[config.mk]
export PLATFORM = sky130hd
export DESIGN_NAME = timer_block
export DESIGN_NICKNAME = d
export VERILOG_FILES = /design/src/hdl/tick_divider.v /design/src/hdl/third_timer_core.v /design/src/hdl/timer_block.v
export VERILOG_INCLUDE_DIRS = /design/src /design/src/hdl
export SDC_FILE = /design/constraint.sdc
export NUM_CORES = 1
export LEC_CHECK = 0
export BUFFER_PORTS_ARGS = -buffer_cell sky130_fd_sc_hd__buf_2
export CORE_UTILIZATION = 56
export CTS_BUF_LIST = sky130_fd_sc_hd__clkbuf_16
export CTS_CLUSTER_DIAMETER = 200
export CTS_CLUSTER_SIZE = 16
export DETAILED_ROUTE_END_ITERATION = 10
export PLACE_DENSITY = 0.77
export SLEW_MARGIN = 20
export SYNTH_ARGS = -nofsm -noshare
export SYNTH_HDL_FRONTEND = slang
export SYNTH_SLANG_ARGS = --single-unit
[constraint.sdc]
create_clock -name clk -period 1.96 [get_ports clk]
set_clock_uncertainty 0.2 [all_clocks]
set_input_delay 0.392 -clock clk [delete_from_list [all_inputs] [get_ports clk]]
set_output_delay 0.392 -clock clk [all_outputs]
set_load 0.01 [all_outputs]
[src/hdl/timer_block_consts.vh]
// Constant definitions shared by the timer block design files.
`ifndef TIMER_BLOCK_CONSTS_VH
`define TIMER_BLOCK_CONSTS_VH

// Special-function register addresses.
`define ADDR_TIMER3_CONFIG 8'h84
`define ADDR_TIMER3_TARGET_HIGH 8'h85
`define ADDR_TIMER3_TARGET_LOW 8'h86
`define ADDR_TIMER_CONTROL_FLAGS 8'h88
`define ADDR_TIMER_MODE_SELECT 8'h89
`define ADDR_TIMER0_COUNT_LOW 8'h8A
`define ADDR_TIMER1_COUNT_LOW 8'h8B
`define ADDR_TIMER0_COUNT_HIGH 8'h8C
`define ADDR_TIMER1_COUNT_HIGH 8'h8D

// Reset values.
`define RESET_BYTE 8'h00
`define RESET_WORD 16'h0000

// Third timer configuration bit positions.
`define BIT_T3_CLOCK_PICK 2
`define BIT_T3_AUTO_RELOAD 1
`define BIT_T3_RUN 0

// Control flag bit positions.
`define BIT_T1_OVERFLOW 7
`define BIT_T1_RUN 6
`define BIT_T0_OVERFLOW 5
`define BIT_T0_RUN 4

// Mode field positions.
`define T1_MODE_HI 5
`define T1_MODE_LO 4
`define T0_MODE_HI 1
`define T0_MODE_LO 0

// Mode encodings.
`define MODE_13BIT 2'b00
`define MODE_16BIT 2'b01
`define MODE_8BIT_RELOAD 2'b10
`define MODE_SPLIT 2'b11

// Prescaler divisors of the fast base clock.
`define DIV_FAST 4'h4
`define DIV_SLOW 4'hC
`define DIV_CLASSIC 4'hC

`endif

[src/hdl/tick_divider.v]
// Divider that emits a one-cycle enable pulse every DIV clock cycles.
`timescale 1ns/1ps
`default_nettype none
`include "timer_block_consts.vh"

module tick_divider #(
    parameter [3:0] DIV = `DIV_SLOW
) (
    // Clock and reset.
    input wire clk,
    input wire reset,
    // Enable pulse.
    output wire tick
);

    localparam [3:0] LAST = DIV - 4'h1;

    reg [3:0] count_reg;

    always @(posedge clk) begin
        if (reset) begin
            count_reg <= 4'h0;
        end else if (count_reg == LAST) begin
            count_reg <= 4'h0;
        end else begin
            count_reg <= count_reg + 4'h1;
        end
    end

    assign tick = (count_reg == LAST);

endmodule
`default_nettype wire

[src/hdl/third_timer_core.v]
// Counter of the third timer that counts prescaled ticks up to a target.
`timescale 1ns/1ps
`default_nettype none
`include "timer_block_consts.vh"

module third_timer_core (
    // Clock and reset.
    input wire clk,
    input wire reset,
    // Control.
    input wire tick,
    input wire run,
    input wire restart,
    input wire [15:0] target,
    // Status.
    output reg [15:0] count,
    output reg done
);

    always @(posedge clk) begin
        if (reset) begin
            count <= `RESET_WORD;
            done <= 1'b0;
        end else if (restart || !run) begin
            // A write during counting starts the period again from zero.
            count <= `RESET_WORD;
            done <= 1'b0;
        end else if (tick) begin
            if (count == target) begin
                count <= `RESET_WORD;
                done <= 1'b1;
            end else begin
                count <= count + 16'h0001;
                done <= 1'b0;
            end
        end else begin
            done <= 1'b0;
        end
    end

endmodule
`default_nettype wire

[src/hdl/timer_block.v]
// Timer block with two classic timers and a 16-bit third timer.
//
// Function
// - Clock pick: set gives /4, clear /12.
// - Reload bit: one automatic, zero manual.
// - Run bit one starts, zero stops.
// - Manual mode clears run at period end.
// - Run bit write mid-count restarts count.
// - Target byte write mid-count restarts count.
// - Timer1 or split upper byte overflow sets flag.
// - Timer1 run starts timer1 or split upper.
// - Timer0 overflow sets its overflow flag.
// - Timer0 run bit starts timer0 counting.
// - Timer1 mode field picks four modes.
// - Timer0 mode field uses same encoding.
// - Count bytes readable, writable, reset zero.
// - Automatic mode keeps run, restarts from zero.
`timescale 1ns/1ps
`default_nettype none
`include "timer_block_consts.vh"

module timer_block (
    // Clock and reset.
    input wire clk,
    input wire reset,
    // Special-function register port.
    input wire [7:0] sfr_addr,
    input wire sfr_wr_en,
    input wire sfr_rd_en,
    input wire [7:0] sfr_wdata,
    output reg [7:0] sfr_rdata,
    // Events toward the interrupt logic.
    output reg timer0_event,
    output reg timer1_event,
    output reg timer3_event
);

    // Steps a classic timer one count: returns overflow, high and low bytes.
    function [16:0] classic_step;
        input [1:0] mode;
        input [7:0] hi;
        input [7:0] lo;
        reg [13:0] c13;
        reg [16:0] c16;
        reg [8:0] c8;
        begin
            c13 = {1'b0, hi, lo[4:0]} + 14'h0001;
            c16 = {1'b0, hi, lo} + 17'h00001;
            c8 = {1'b0, lo} + 9'h001;
            case (mode)
                `MODE_13BIT: begin
                    classic_step = {c13[13], c13[12:5], lo[7:5], c13[4:0]};
                end
                `MODE_16BIT: begin
                    classic_step = c16;
                end
                `MODE_8BIT_RELOAD: begin
                    classic_step = {c8[8], hi, (c8[8] ? hi : c8[7:0])};
                end
                default: begin
                    classic_step = {c8[8], hi, c8[7:0]};
                end
            endcase
        end
    endfunction

    // Register storage.
    reg t3_clock_pick_reg;
    reg t3_auto_reload_reg;
    reg t3_run_reg;
    reg [7:0] t3_target_high_reg;
    reg [7:0] t3_target_low_reg;
    reg t1_overflow_reg;
    reg t1_run_reg;
    reg t0_overflow_reg;
    reg t0_run_reg;
    reg [1:0] t1_mode_reg;
    reg [1:0] t0_mode_reg;
    reg [7:0] t0_low_reg;
    reg [7:0] t0_high_reg;
    reg [7:0] t1_low_reg;
    reg [7:0] t1_high_reg;

    // Write strobes.
    wire wr_t3_config = sfr_wr_en && (sfr_addr == `ADDR_TIMER3_CONFIG);
    wire wr_t3_high = sfr_wr_en && (sfr_addr == `ADDR_TIMER3_TARGET_HIGH);
    wire wr_t3_low = sfr_wr_en && (sfr_addr == `ADDR_TIMER3_TARGET_LOW);
    wire wr_control = sfr_wr_en && (sfr_addr == `ADDR_TIMER_CONTROL_FLAGS);
    wire wr_mode = sfr_wr_en && (sfr_addr == `ADDR_TIMER_MODE_SELECT);
    wire wr_t0_low = sfr_wr_en && (sfr_addr == `ADDR_TIMER0_COUNT_LOW);
    wire wr_t1_low = sfr_wr_en && (sfr_addr == `ADDR_TIMER1_COUNT_LOW);
    wire wr_t0_high = sfr_wr_en && (sfr_addr == `ADDR_TIMER0_COUNT_HIGH);
    wire wr_t1_high = sfr_wr_en && (sfr_addr == `ADDR_TIMER1_COUNT_HIGH);

    // Prescaler ticks taken from the fast base clock.
    wire tick_fast;
    wire tick_slow;
    wire tick_classic;

    tick_divider #(.DIV(`DIV_FAST)) div_fast (
        .clk(clk),
        .reset(reset),
        .tick(tick_fast)
    );

    tick_divider #(.DIV(`DIV_SLOW)) div_slow (
        .clk(clk),
        .reset(reset),
        .tick(tick_slow)
    );

    tick_divider #(.DIV(`DIV_CLASSIC)) div_classic (
        .clk(clk),
        .reset(reset),
        .tick(tick_classic)
    );

    // Third timer.
    wire t3_tick = t3_clock_pick_reg ? tick_fast : tick_slow;
    wire t3_restart = wr_t3_config || wr_t3_high || wr_t3_low;
    wire [15:0] t3_count;
    wire t3_done;

    third_timer_core t3_core (
        .clk(clk),
        .reset(reset),
        .tick(t3_tick),
        .run(t3_run_reg),
        .restart(t3_restart),
        .target({t3_target_high_reg, t3_target_low_reg}),
        .count(t3_count),
        .done(t3_done)
    );

    always @(posedge clk) begin
        if (reset) begin
            t3_clock_pick_reg <= 1'b0;
            t3_auto_reload_reg <= 1'b0;
            t3_run_reg <= 1'b0;
            t3_target_high_reg <= `RESET_BYTE;
            t3_target_low_reg <= `RESET_BYTE;
        end else begin
            if (wr_t3_config) begin
                t3_clock_pick_reg <= sfr_wdata[`BIT_T3_CLOCK_PICK];
                t3_auto_reload_reg <= sfr_wdata[`BIT_T3_AUTO_RELOAD];
                t3_run_reg <= sfr_wdata[`BIT_T3_RUN];
            end else if (t3_done && !t3_auto_reload_reg) begin
                t3_run_reg <= 1'b0;
            end
            if (wr_t3_high) begin
                t3_target_high_reg <= sfr_wdata;
            end
            if (wr_t3_low) begin
                t3_target_low_reg <= sfr_wdata;
            end
        end
    end

    // Classic timer stepping.
    wire t0_split = (t0_mode_reg == `MODE_SPLIT);
    wire t0_low_go = tick_classic && t0_run_reg;
    wire t0_high_go = tick_classic && t1_run_reg && t0_split;
    wire t1_go = tick_classic && t1_run_reg && (t1_mode_reg != `MODE_SPLIT);
    wire [16:0] t0_step = classic_step(t0_mode_reg, t0_high_reg, t0_low_reg);
    wire [16:0] t0_upper_step = classic_step(`MODE_SPLIT, 8'h00, t0_high_reg);
    wire [16:0] t1_step = classic_step(t1_mode_reg, t1_high_reg, t1_low_reg);
    wire t0_overflow_hit = t0_low_go && t0_step[16];
    wire t0_upper_hit = t0_high_go && t0_upper_step[16];
    wire t1_overflow_hit = (t1_go && t1_step[16]) || t0_upper_hit;

    // Timer0 count bytes; a software write wins over a count step.
    always @(posedge clk) begin
        if (reset) begin
            t0_low_reg <= `RESET_BYTE;
            t0_high_reg <= `RESET_BYTE;
        end else begin
            if (wr_t0_low) begin
                t0_low_reg <= sfr_wdata;
            end else if (t0_low_go) begin
                t0_low_reg <= t0_step[7:0];
            end
            if (wr_t0_high) begin
                t0_high_reg <= sfr_wdata;
            end else if (t0_split) begin
                if (t0_high_go) begin
                    t0_high_reg <= t0_upper_step[7:0];
                end
            end else if (t0_low_go) begin
                t0_high_reg <= t0_step[15:8];
            end
        end
    end

    // Timer1 count bytes; in split mode timer1 holds its count.
    always @(posedge clk) begin
        if (reset) begin
            t1_low_reg <= `RESET_BYTE;
            t1_high_reg <= `RESET_BYTE;
        end else begin
            if (wr_t1_low) begin
                t1_low_reg <= sfr_wdata;
            end else if (t1_go) begin
                t1_low_reg <= t1_step[7:0];
            end
            if (wr_t1_high) begin
                t1_high_reg <= sfr_wdata;
            end else if (t1_go) begin
                t1_high_reg <= t1_step[15:8];
            end
        end
    end

    // Control flags and mode select; a hardware set wins over a clear.
    always @(posedge clk) begin
        if (reset) begin
            t1_overflow_reg <= 1'b0;
            t1_run_reg <= 1'b0;
            t0_overflow_reg <= 1'b0;
            t0_run_reg <= 1'b0;
            t1_mode_reg <= `MODE_13BIT;
            t0_mode_reg <= `MODE_13BIT;
        end else begin
            if (wr_control) begin
                t1_run_reg <= sfr_wdata[`BIT_T1_RUN];
                t0_run_reg <= sfr_wdata[`BIT_T0_RUN];
                t1_overflow_reg <= sfr_wdata[`BIT_T1_OVERFLOW] || t1_overflow_hit;
                t0_overflow_reg <= sfr_wdata[`BIT_T0_OVERFLOW] || t0_overflow_hit;
            end else begin
                t1_overflow_reg <= t1_overflow_reg || t1_overflow_hit;
                t0_overflow_reg <= t0_overflow_reg || t0_overflow_hit;
            end
            if (wr_mode) begin
                t1_mode_reg <= sfr_wdata[`T1_MODE_HI:`T1_MODE_LO];
                t0_mode_reg <= sfr_wdata[`T0_MODE_HI:`T0_MODE_LO];
            end
        end
    end

    // Event pulses toward the interrupt logic.
    always @(posedge clk) begin
        if (reset) begin
            timer0_event <= 1'b0;
            timer1_event <= 1'b0;
            timer3_event <= 1'b0;
        end else begin
            timer0_event <= t0_overflow_hit;
            timer1_event <= t1_overflow_hit;
            timer3_event <= t3_done;
        end
    end

    // Read data; unmapped addresses and reserved bits read as zero.
    reg [7:0] read_value;

    always @* begin
        read_value = 8'h00;
        case (sfr_addr)
            `ADDR_TIMER3_CONFIG: begin
                read_value[`BIT_T3_CLOCK_PICK] = t3_clock_pick_reg;
                read_value[`BIT_T3_AUTO_RELOAD] = t3_auto_reload_reg;
                read_value[`BIT_T3_RUN] = t3_run_reg;
            end
            `ADDR_TIMER3_TARGET_HIGH: begin
                read_value = t3_target_high_reg;
            end
            `ADDR_TIMER3_TARGET_LOW: begin
                read_value = t3_target_low_reg;
            end
            `ADDR_TIMER_CONTROL_FLAGS: begin
                read_value[`BIT_T1_OVERFLOW] = t1_overflow_reg;
                read_value[`BIT_T1_RUN] = t1_run_reg;
                read_value[`BIT_T0_OVERFLOW] = t0_overflow_reg;
                read_value[`BIT_T0_RUN] = t0_run_reg;
            end
            `ADDR_TIMER_MODE_SELECT: begin
                read_value[`T1_MODE_HI:`T1_MODE_LO] = t1_mode_reg;
                read_value[`T0_MODE_HI:`T0_MODE_LO] = t0_mode_reg;
            end
            `ADDR_TIMER0_COUNT_LOW: begin
                read_value = t0_low_reg;
            end
            `ADDR_TIMER1_COUNT_LOW: begin
                read_value = t1_low_reg;
            end
            `ADDR_TIMER0_COUNT_HIGH: begin
                read_value = t0_high_reg;
            end
            `ADDR_TIMER1_COUNT_HIGH: begin
                read_value = t1_high_reg;
            end
            default: begin
                read_value = 8'h00;
            end
        endcase
    end

    always @(posedge clk) begin
        if (reset) begin
            sfr_rdata <= `RESET_BYTE;
        end else if (sfr_rd_en) begin
            sfr_rdata <= read_value;
        end
    end

endmodule
`default_nettype wire

# Word level (Yosys, flattened, before mapping)
# Cells that the tools add are included.
[word_totals] reg_bits=99 out_inout_bits=11 word_cells=133
[op_classes] n_addsub=11 eq_ne=24 mux=26 bitwise=1 reduce_logical=45
[op_table] operator="17-bit one-hot mux with 3 select lines" count=2
[op_table] operator="8-bit two-way mux" count=12
[op_table] operator="8-bit == test, second input constant" count=9
[op_table] operator="16-bit by 1-bit adder with 17-bit output, second input constant" count=2
[op_table] operator="2-bit one-hot mux with 8 select lines" count=2
[op_table] operator="13-bit by 1-bit adder with 14-bit output, second input constant" count=2
[op_table] operator="8-bit by 1-bit adder with 9-bit output, second input constant" count=3
[op_table] operator="1-bit logical AND" count=17
[op_table] operator="16-bit by 1-bit adder with 16-bit output, second input constant" count=1
[op_table] operator="16-bit == test" count=1
[op_table] operator="16-bit two-way mux" count=1
[op_table] operator="2-bit one-hot mux with 7 select lines" count=1
[op_table] operator="4-bit by 1-bit adder with 4-bit output, second input constant" count=3
[op_table] operator="4-bit == test, second input constant" count=2
[op_table] operator="1-bit logical OR" count=8
[op_table] operator="2-bit != test, second input constant" count=4
[op_table] operator="2-bit nonzero test" count=4
[op_table] operator="2-bit OR reduction" count=4
[op_table] operator="1-bit one-hot mux with 7 select lines" count=1
[op_table] operator="2-bit == test, second input constant" count=3
[op_table] operator="1-bit two-way mux" count=6
[op_table] operator="1-bit one-hot mux with 6 select lines" count=1
[op_table] operator="3-bit nonzero test" count=2
[op_table] operator="2-bit by 1-bit == test with 1-bit output, second input constant" count=2
[op_table] operator="other kinds (11)" count=14

# Longest topological paths before layout
# Gate-level depths: netlist of the first run.
[logic_depth] depth_word=7 mapped_depth=8

# Cells and area by module
# Synthesis of the first run repeated with hierarchy kept, for this count alone.
[hier_totals] cells_unflattened=719 area_unflattened_um2=6057.1
[by_module_without_submodules] module="timer_block" instances=1 cells_each=569 area_each_um2=4590.7 seq_area_each_um2=1401.3
[by_module_without_submodules] module="third_timer_core" instances=1 cells_each=103 area_each_um2=930.9 seq_area_each_um2=340.3
[by_module_without_submodules] module="tick_divider at div_classic ..." instances=2 cells_each=16 area_each_um2=188.9 seq_area_each_um2=80.1
[by_module_without_submodules] module="tick_divider at div_fast" instances=1 cells_each=15 area_each_um2=157.7 seq_area_each_um2=80.1

# Worst setup path before layout of the first run
# No wires, ideal clock.
[synth_timing] path_kind="input-to-reg" startpoint="input port sfr_addr[6]" endpoint="register t1_high_reg[3]" setup_ns=0.118 t_arrival_ns=1.841 required_ns=1.642 setup_slack_ns=-0.199 path_stages=6 path_buffers=2 cell_sequence="or4b_1 -> buf_2 -> nor3_4 -> nand4_2 -> buf_2 -> o2111a_1"
[synth_via] elab_chain_len=4 elab_cells_between_ends=7 cone_classes="2 x eq/ne; 1 x mux; 4 x reduce/logical"
[synth_rtl] element="from (decl)" line="timer_block.v:27" text="input wire [7:0] sfr_addr,"
[synth_rtl] element="8-bit == test (*)"
[synth_rtl] element="1-bit logical AND (*)" line="timer_block.v:93" text="wire wr_t1_high = sfr_wr_en && (sfr_addr == `ADDR_TIMER1_COUNT_HIGH);"
[synth_rtl] element="2-bit != test (no line) (tied with other cells)"
[synth_rtl] element="3-bit AND reduction (no line)"
[synth_rtl] element="to (signal assigned)" line="timer_block.v:198" text="t1_high_reg <= `RESET_BYTE;"
[synth_rtl] element="to (signal assigned)" line="timer_block.v:206" text="t1_high_reg <= sfr_wdata;"
[synth_rtl] element="to (signal assigned)" line="timer_block.v:208" text="t1_high_reg <= t1_step[15:8];"
[synth_rtl] element="to (decl)" line="timer_block.v:82" text="reg [7:0] t1_high_reg;"
# Every way passes the cells marked *; elsewhere a longest branch is shown, timed or not.
# A chain may end at the register's enable or synchronous reset.

# Worst setup path after layout of the first run
[layout_timing] startpoint="register div_fast.count_reg[1]" endpoint="register t3_core.count[15]"
[layout_via] elab_chain_len=2
[layout_rtl] element="from (decl)" line="tick_divider.v:18" text="reg [3:0] count_reg;"
[layout_rtl] element="from (signal assigned)" line="tick_divider.v:26" text="count_reg <= count_reg + 4'h1;"
[layout_rtl] element="4-bit by 2-bit == test with 1-bit output" line="tick_divider.v:30" text="assign tick = (count_reg == LAST);"
[layout_rtl] element="1-bit two-way mux" line="timer_block.v:119" text="wire t3_tick = t3_clock_pick_reg ? tick_fast : tick_slow;"
[layout_rtl] element="to (signal assigned)" line="third_timer_core.v:22" text="count <= `RESET_WORD;"
[layout_rtl] element="to (signal assigned)" line="third_timer_core.v:26" text="count <= `RESET_WORD;"
[layout_rtl] element="to (signal assigned)" line="third_timer_core.v:30" text="count <= `RESET_WORD;"
[layout_rtl] element="to (decl)" line="third_timer_core.v:16" text="output reg [15:0] count,"
# Every way passes these cells.

==> metrics.md, run 1 <==
| Metric | Value |
|---|---|
| Via count | `6681` |
| Seq cells post-synth | `99` |
| Finished Cell Area | `8190 um2` |
| Setup ws final | `-2.04 ps` |
| CP max FO | `8` |
| Post-synthesis cell type count | `81` |
| Core ar. | `10500 um2` |
| Final Critical Period | `1960 ps` |
| Pwr/cell area | `524 nW/um2` |
| CP Data Required Time | `2010 ps` |
| GR Overflow Total | `0` |
| Yosys warning count | `0` |
| Post-synth EDFFs | `0` |
| Worst hold slack | `181 ps` |
| Mapped Area | `6160 um2` |
| Count leader, synth | `dfxtp_1` |
| Dominant cells by area after synthesis | `dfxtp_1 (32%), mux2i_1 (5.2%), nor2_1 (5.1%), xor2_1 (3.7%), xnor2_1 (3.4%)` |
| First-pass GRT wire length | `32900 um` |
| Clock tree buffer depth | `2` |
| First-pass detailed-route iteration total | `7` |
| Overall die height | `107 um` |
| Hold buffers post-CTS | `0` |
| Largest family of logic cells by synthesized area | `simple AND/OR/NAND/NOR gates` |
| Cell Area, Placed | `7400 um2` |
| CP Cell Sequence | `ha_4 > nor4bb_4 > nor2_2 > nor4b_2 > buf_4 > a21bo_4 > nor2_1` |
| Max stage delay cell, worst path | `dfxtp_2` |
| Setup-failing EPs final | `1` |
| Initial antenna violation count | `0` |
| CTS clock-pin slew for the worst setup and hold paths | `80 ps` |
| Main synth FF type | `dfxtp_1` |
| Top cell type by total area after synthesis | `dfxtp_1` |
| Synth-to-layout area growth | `32.9%` |
| Root buffer cell | `clkbuf_16` |
| CP Capture Type | `register` |
| Clk_lat worst skew | `360 ps` |
| Die width | `107 um` |
| Rows | `37` |
| Run status | `finished with violations` |
| Post-Syn Instances | `752` |
| Port bufs | `30` |
| Ports | `31` |
| Area share of fa/ha/maj cells after synthesis | `0.0142` |
| # clock sinks | `99` |
| Largest net degree at the start of global routing | `61` |
| Fmax | `0.510 GHz` |
| Worst-Margin Slew | `731 ps` |
| Final wirelength | `21100 um` |
| Synth Net Count | `779` |
| Seq/Total Area, Yosys | `0.322` |
| Iter 0 DRT Violations | `628` |
| Avg Cell Area, Syn | `8.19 um2` |
| Die area | `11400 um2` |
| Commonest cells post-synth | `dfxtp_1 (99), nor2_1 (83), nand2_1 (49)` |
| Worst Path Buf+Inv | `1` |
| DP Wirelength | `14900 um` |
| DRC | `0` |
| Startpoint Class | `register` |
| Critical path type | `reg -> reg` |
| Violated checks | `setup timing` |
| Multiplexer area fraction after synthesis | `0.0648` |
| Peak VDD IR | `0.931 mV` |
| Routed length per placed instance | `20.5 um` |
| Routed Antenna Nets | `0` |
| Slowest stage delay, CP | `360 ps` |
| Max-slew violations | `0` |
| Final #Nets | `916` |
| RSZ-0062 raised after global routing | `true` |
| Post-synthesis compound-gate area fraction | `0.211` |
| Routability cong. | `0.960` |
| Critical path arrival | `2010 ps` |
| GRT Resource Usage Total | `0.372` |
| Num CTS Buffers | `9` |
| Final Hold Viols | `0` |
| # fillers | `724` |
| CP top delay family | `simple AND/OR/NAND/NOR gates` |
| FFs w/ async S/R, synth | `0` |
| Rel. slew slack | `0.508` |
| Share of cells above drive strength 1 | `0.338` |
| Synth Area in XOR/XNOR | `0.0711` |
| Synth Area in Simple Gates | `0.268` |
| Vias/cell | `6.48` |
| Max_cap viols | `0` |
| Final Cycle Share | `1.00` |
| Synth top area share | `0.322` |
| Static Leak | `3.21 nW` |
| H-tree levels | `3` |
| Starting Density | `0.586` |
| Vias in the first global route | `6361` |
| Max reg flops | `16` |
| CTS tree | `built` |
| Hold/Removal Path Class | `in -> reg` |
logic make-up (layout without fill, tap and decap cells):
logic type / Yosys count / after routing
AND/OR/NAND/NOR: 308 / 309
AO/OA/AOI/OAI: 181 / 182
flip-flops: 99 / 99
buffers and inverters: 70 / 210
XOR/XNOR: 50 / 50
multiplexers: 37 / 37
adder cells (fa/ha/maj): 7 / 7
other: 0 / 1
area by class of cell:
class	count	area, um2	share of cell area
Multi-Input combinational cell	585	4300	0.525
Sequential cell	99	2010	0.245
Timing Repair Buffer	181	1340	0.164
Clock buffer	9	225	0.0275
Tap cell	136	170	0.0208
Clock inverter	7	86.3	0.0105
Inverter	13	48.8	0.00596
Antenna cell	1	2.50	0.000306
power breakdown:
part | switching, mW | internal, mW
logic | 0.201 | 0.143
clock network | 0.875 | 1.01
registers | 0.0221 | 2.03
total | 1.10 | 3.19
per-stage QoR:
stage	utilization	worst slack (ps)	power [mW]	TNS, ps	cells
floorplan	-	-149	2.25	-3710	752
global placement	0.704	-312	2.40	-13090	997
detailed placement	0.704	-393	2.41	-15840	997
CTS	0.743	3.98	4.27	0	1017
global route	0.779	-78.4	4.42	-649	1030
finish	0.779	-2.04	4.29	-2.04	1031
cells in the final DEF, fill, tap and decap left out, types with 4 or more instances in the layout:
| cell | instances |
|---|---|
| a31oi_1 | 6 |
| buf_6 | 6 |
| nand2b_1 | 5 |
| xnor2_1 | 24 |
| nor3_1 | 19 |
| dfxtp_1 | 81 |
| o211ai_1 | 10 |
| o22ai_1 | 5 |
| a211oi_1 | 10 |
| a221oi_1 | 7 |
| nor4_2 | 4 |
| dfxtp_2 | 16 |
| clkbuf_16 | 9 |
| nand3_2 | 4 |
| a211oi_2 | 4 |
| a21oi_1 | 40 |
| nor4_1 | 9 |
| nor2b_1 | 7 |
| nand4_1 | 15 |
| nor2_2 | 12 |
| o21ai_0 | 19 |
| ha_4 | 4 |
| a22o_1 | 5 |
| buf_4 | 142 |
| and2_1 | 7 |
| a41oi_1 | 4 |
| and4_1 | 6 |
| nand3_1 | 37 |
| and3_1 | 13 |
| o2bb2ai_1 | 6 |
| mux2i_1 | 31 |
| nor2_1 | 71 |
| xor2_1 | 26 |
| nor3b_1 | 8 |
| nand2_1 | 45 |
| a311oi_1 | 4 |
| a22oi_1 | 6 |
| inv_1 | 13 |
| buf_2 | 30 |
worst paths after layout:
| check | startpoint | end | slack [ps] | cells past startpoint |
|---|---|---|---|---|
| worst max register to register | div_fast.count_reg[1]$_SDFF_PP0_ | t3_core.count[15]$_SDFFE_PP0P_ | -2 | 7 |
| worst min-delay path | sfr_rd_en | sfr_rdata[4]$_SDFFE_PP0P_ | 180 | 2 |
| worst max-delay path | div_fast.count_reg[1]$_SDFF_PP0_ | t3_core.count[15]$_SDFFE_PP0P_ | -2 | 7 |
| worst min register to register | sfr_rdata[2]$_SDFFE_PP0P_ | sfr_rdata[2]$_SDFFE_PP0P_ | 280 | 2 |
per-layer routing:
| metal | vias up | wire length (um) | GRT usage |
|---|---|---|---|
| met5 | - | 0 | 0 |
| met4 | 0 | 865 | 0.155 |
| met3 | 63 | 1640 | 0.0790 |
| met2 | 336 | 10200 | 0.618 |
| met1 | 3191 | 8460 | 0.468 |
| li1 | 3091 | - | - |
timing repair:
action                     4_1_cts  5_1_grt
setup endpoints to repair       33       51
setup buffers                    3       12
pin swaps                       12       31
gates cloned                     1        1
resized for setup               18       77
No activity file was read; power rests on OpenSTA's default activity.
==> run 2: changes to the inputs <==
RECOVER_POWER = 100   (was not set)
==> run 2 against run 1 <==
  * The flow still finishes with violations (setup timing)
  * Critical path depth is 1 higher
  * Sequential cell count stayed put
  * Wire length is 0.22% lower
  * Hold slack worse by 0.93 ps
  * First-iteration DRC count is 1.4% lower
  * Sequential share of layout area hardly changed
  * Largest cell class unchanged
==> metrics.md, run 2 (same netlist as run 1, synthesis figures left out) <==
| Metric | Value |
|---|---|
| Run status | `finished with violations` |
| Violated checks | `setup timing` |
| Met2 Usage GRT | `0.618 (unchanged)` |
| Iter 0 DRT Violations | `619 (-1.4%)` |
| Rel. slew slack | `0.508 (about the same)` |
| Static Leak | `3.21 nW (-0.20%)` |
| First-pass detailed-route iteration total | `5 (-2)` |
| Slowest stage delay, CP | `340 ps (-20 ps)` |
| Rows | `37 (unchanged)` |
| Routed length per placed instance | `20.5 um (-0.22%)` |
| DRC | `0 (unchanged)` |
| Worst Path Buf+Inv | `2 (+1)` |
| Largest net degree at the start of global routing | `61 (unchanged)` |
| # fillers | `728 (+0.55%)` |
| H-tree levels | `3 (unchanged)` |
| CP Cell Sequence | `ha_1 > nor4bb_4 > buf_4 > nor2_2 > nor4b_2 > buf_4 > a21bo_4 > nor2_1` |
| Max reg flops | `16 (unchanged)` |
| Max_cap viols | `0 (unchanged)` |
| Final Critical Period | `1980 ps (+16.8 ps)` |
| Port bufs | `30 (unchanged)` |
| Most frequent cells in the layout | `buf_4 (140), dfxtp_1 (82), nor2_1 (71)` |
| Synth-to-layout area growth | `32.7%` |
| Root buffer cell | `clkbuf_16` |
| Via count | `6672 (-0.13%)` |
| Setup-failing EPs final | `5 (+4)` |
| Startpoint Class | `register` |
| Top Usage Layer GRT | `met2` |
| RSZ-0062 raised after global routing | `true` |
| M3 GR Usage | `0.0790 (unchanged)` |
| First-pass GRT wire length | `32900 um (unchanged)` |
| Die width | `107 um (unchanged)` |
| Vias in the first global route | `6361 (unchanged)` |
| Hold/Removal Path Class | `in -> reg` |
| Final Cycle Share | `1.01 (+0.00857)` |
| CTS clock-pin slew for the worst setup and hold paths | `80 ps (about the same)` |
| R2R Setup Slk | `-20 ps (-20 ps)` |
| Routed Antenna Nets | `0 (unchanged)` |
| Peak VDD IR | `0.935 mV (+0.34%)` |
| Critical path arrival | `2030 ps (+20 ps)` |
| Cell repeated most along the worst path | `buf_4` |
| Overall die height | `107 um (unchanged)` |
| CTS tree | `built` |
| Final Power | `4.29 mW (about the same)` |
| Worst-Margin Slew | `731 ps (+0.00215 ps)` |
| Max-slew violations | `0 (unchanged)` |
| Vias/cell | `6.47 (-0.13%)` |
| GR Overflow Total | `0 (unchanged)` |
| CP Capture Type | `register` |
| Commonest non-fill, non-tap cell in the layout | `buf_4` |
| Final Hold Viols | `0 (unchanged)` |
| Met1 Usage GRT | `0.468 (unchanged)` |
| Core ar. | `10500 um2 (unchanged)` |
| Starting Density | `0.586 (unchanged)` |
| Clk_lat worst skew | `360 ps (about the same)` |
| CP max FO | `8 (unchanged)` |
| GRT Resource Usage Total | `0.372 (unchanged)` |
| Max stage delay cell, worst path | `dfxtp_1` |
| Critical path type | `reg -> reg` |
| Die area | `11400 um2 (unchanged)` |
| Ports | `31 (unchanged)` |
| Final wirelength | `21100 um (-0.22%)` |
| Pwr/cell area | `525 nW/um2 (+0.19%)` |
| Clock tree buffer depth | `2 (unchanged)` |
| Num CTS Buffers | `9 (unchanged)` |
| Setup ws final | `-18.8 ps (-16.8 ps)` |
| Routability cong. | `0.960 (unchanged)` |
| Initial antenna violation count | `0 (unchanged)` |
| Inst Count DP | `997 (unchanged)` |
| Setup TNS | `-25.9 ps (-23.8 ps)` |
| # clock sinks | `99 (unchanged)` |
| Share of cells above drive strength 1 | `0.333 (-0.00447)` |
| CP top delay family | `simple AND/OR/NAND/NOR gates` |
| Post-route insts no fill | `1031 (unchanged)` |
| Final #Nets | `916 (unchanged)` |
| CP Data Required Time | `2010 ps (about the same)` |
| Fmax | `0.505 GHz (-0.85%)` |
| DP Wirelength | `14900 um (unchanged)` |
run 2: changes by cell type in the layout (fill, tap and decap cells not counted), sizes merged:
cell | previous run | this run
clkbuf | 9 | 11
buf | 181 | 179
run 2: final timing paths:
kind                               startpoint                             end  cells after the start
min                                 sfr_rd_en       sfr_rdata[4]$_SDFFE_PP0P_                      2
min reg2reg         sfr_rdata[2]$_SDFFE_PP0P_       sfr_rdata[2]$_SDFFE_PP0P_                      2
max reg2reg  div_slow.count_reg[0]$_SDFF_PP0_  t3_core.count[15]$_SDFFE_PP0P_                      8
max          div_slow.count_reg[0]$_SDFF_PP0_  t3_core.count[15]$_SDFFE_PP0P_                      8
run 2: where the power goes:
part           internal [mW]  switching [mW]
sequential              2.03          0.0220
clock                   1.01           0.879
combinational          0.141           0.201
total                   3.19            1.10
run 2: metal layers:
layer	part of all wire	wire length, um
met1	0.40	8510
met2	0.48	10200
met3	0.073	1540
met4	0.042	881
met5	0	0
run 2: area by class of cell:
type	instances	area [um2]	share of cell area
clock inverters	7	86.3	0.0106
repair buffers	181	1340	0.163
multi-input cells	585	4300	0.526
diodes	1	2.50	0.000306
well taps	136	170	0.0208
inverters	13	48.8	0.00597
clock buffers	9	225	0.0276
flip-flops and latches	99	2010	0.246
run 2: repair_timing:
item	4_1_cts	5_1_grt
pin swaps	12	31
hold buffers	0	0
endpoints found under the hold margin	0	0
resized for setup	18	77
setup endpoints to repair	33	51
buffers inserted	3	12
cloned	1	1
run 2: metrics by stage:
step | setup WS (ps) | area, um2 | utilization | hold slack (ps)
floorplan | -149 | 6300 | - | 232
global placement | -312 | 7400 | 0.704 | 263
detailed placement | -393 | 7400 | 0.704 | 270
CTS | 3.98 | 7810 | 0.743 | 177
global route | -78.4 | 8170 | 0.778 | 202
finish | -18.8 | 8170 | 0.778 | 180
run 2: worst reg2reg max path, delay by kind of cell, from the launching register on:
family,cells,cell delay (ps)
simple gates,4,590
flops,1,340
buf+inv,2,340
compound gates,1,220
fa+ha+maj,1,180
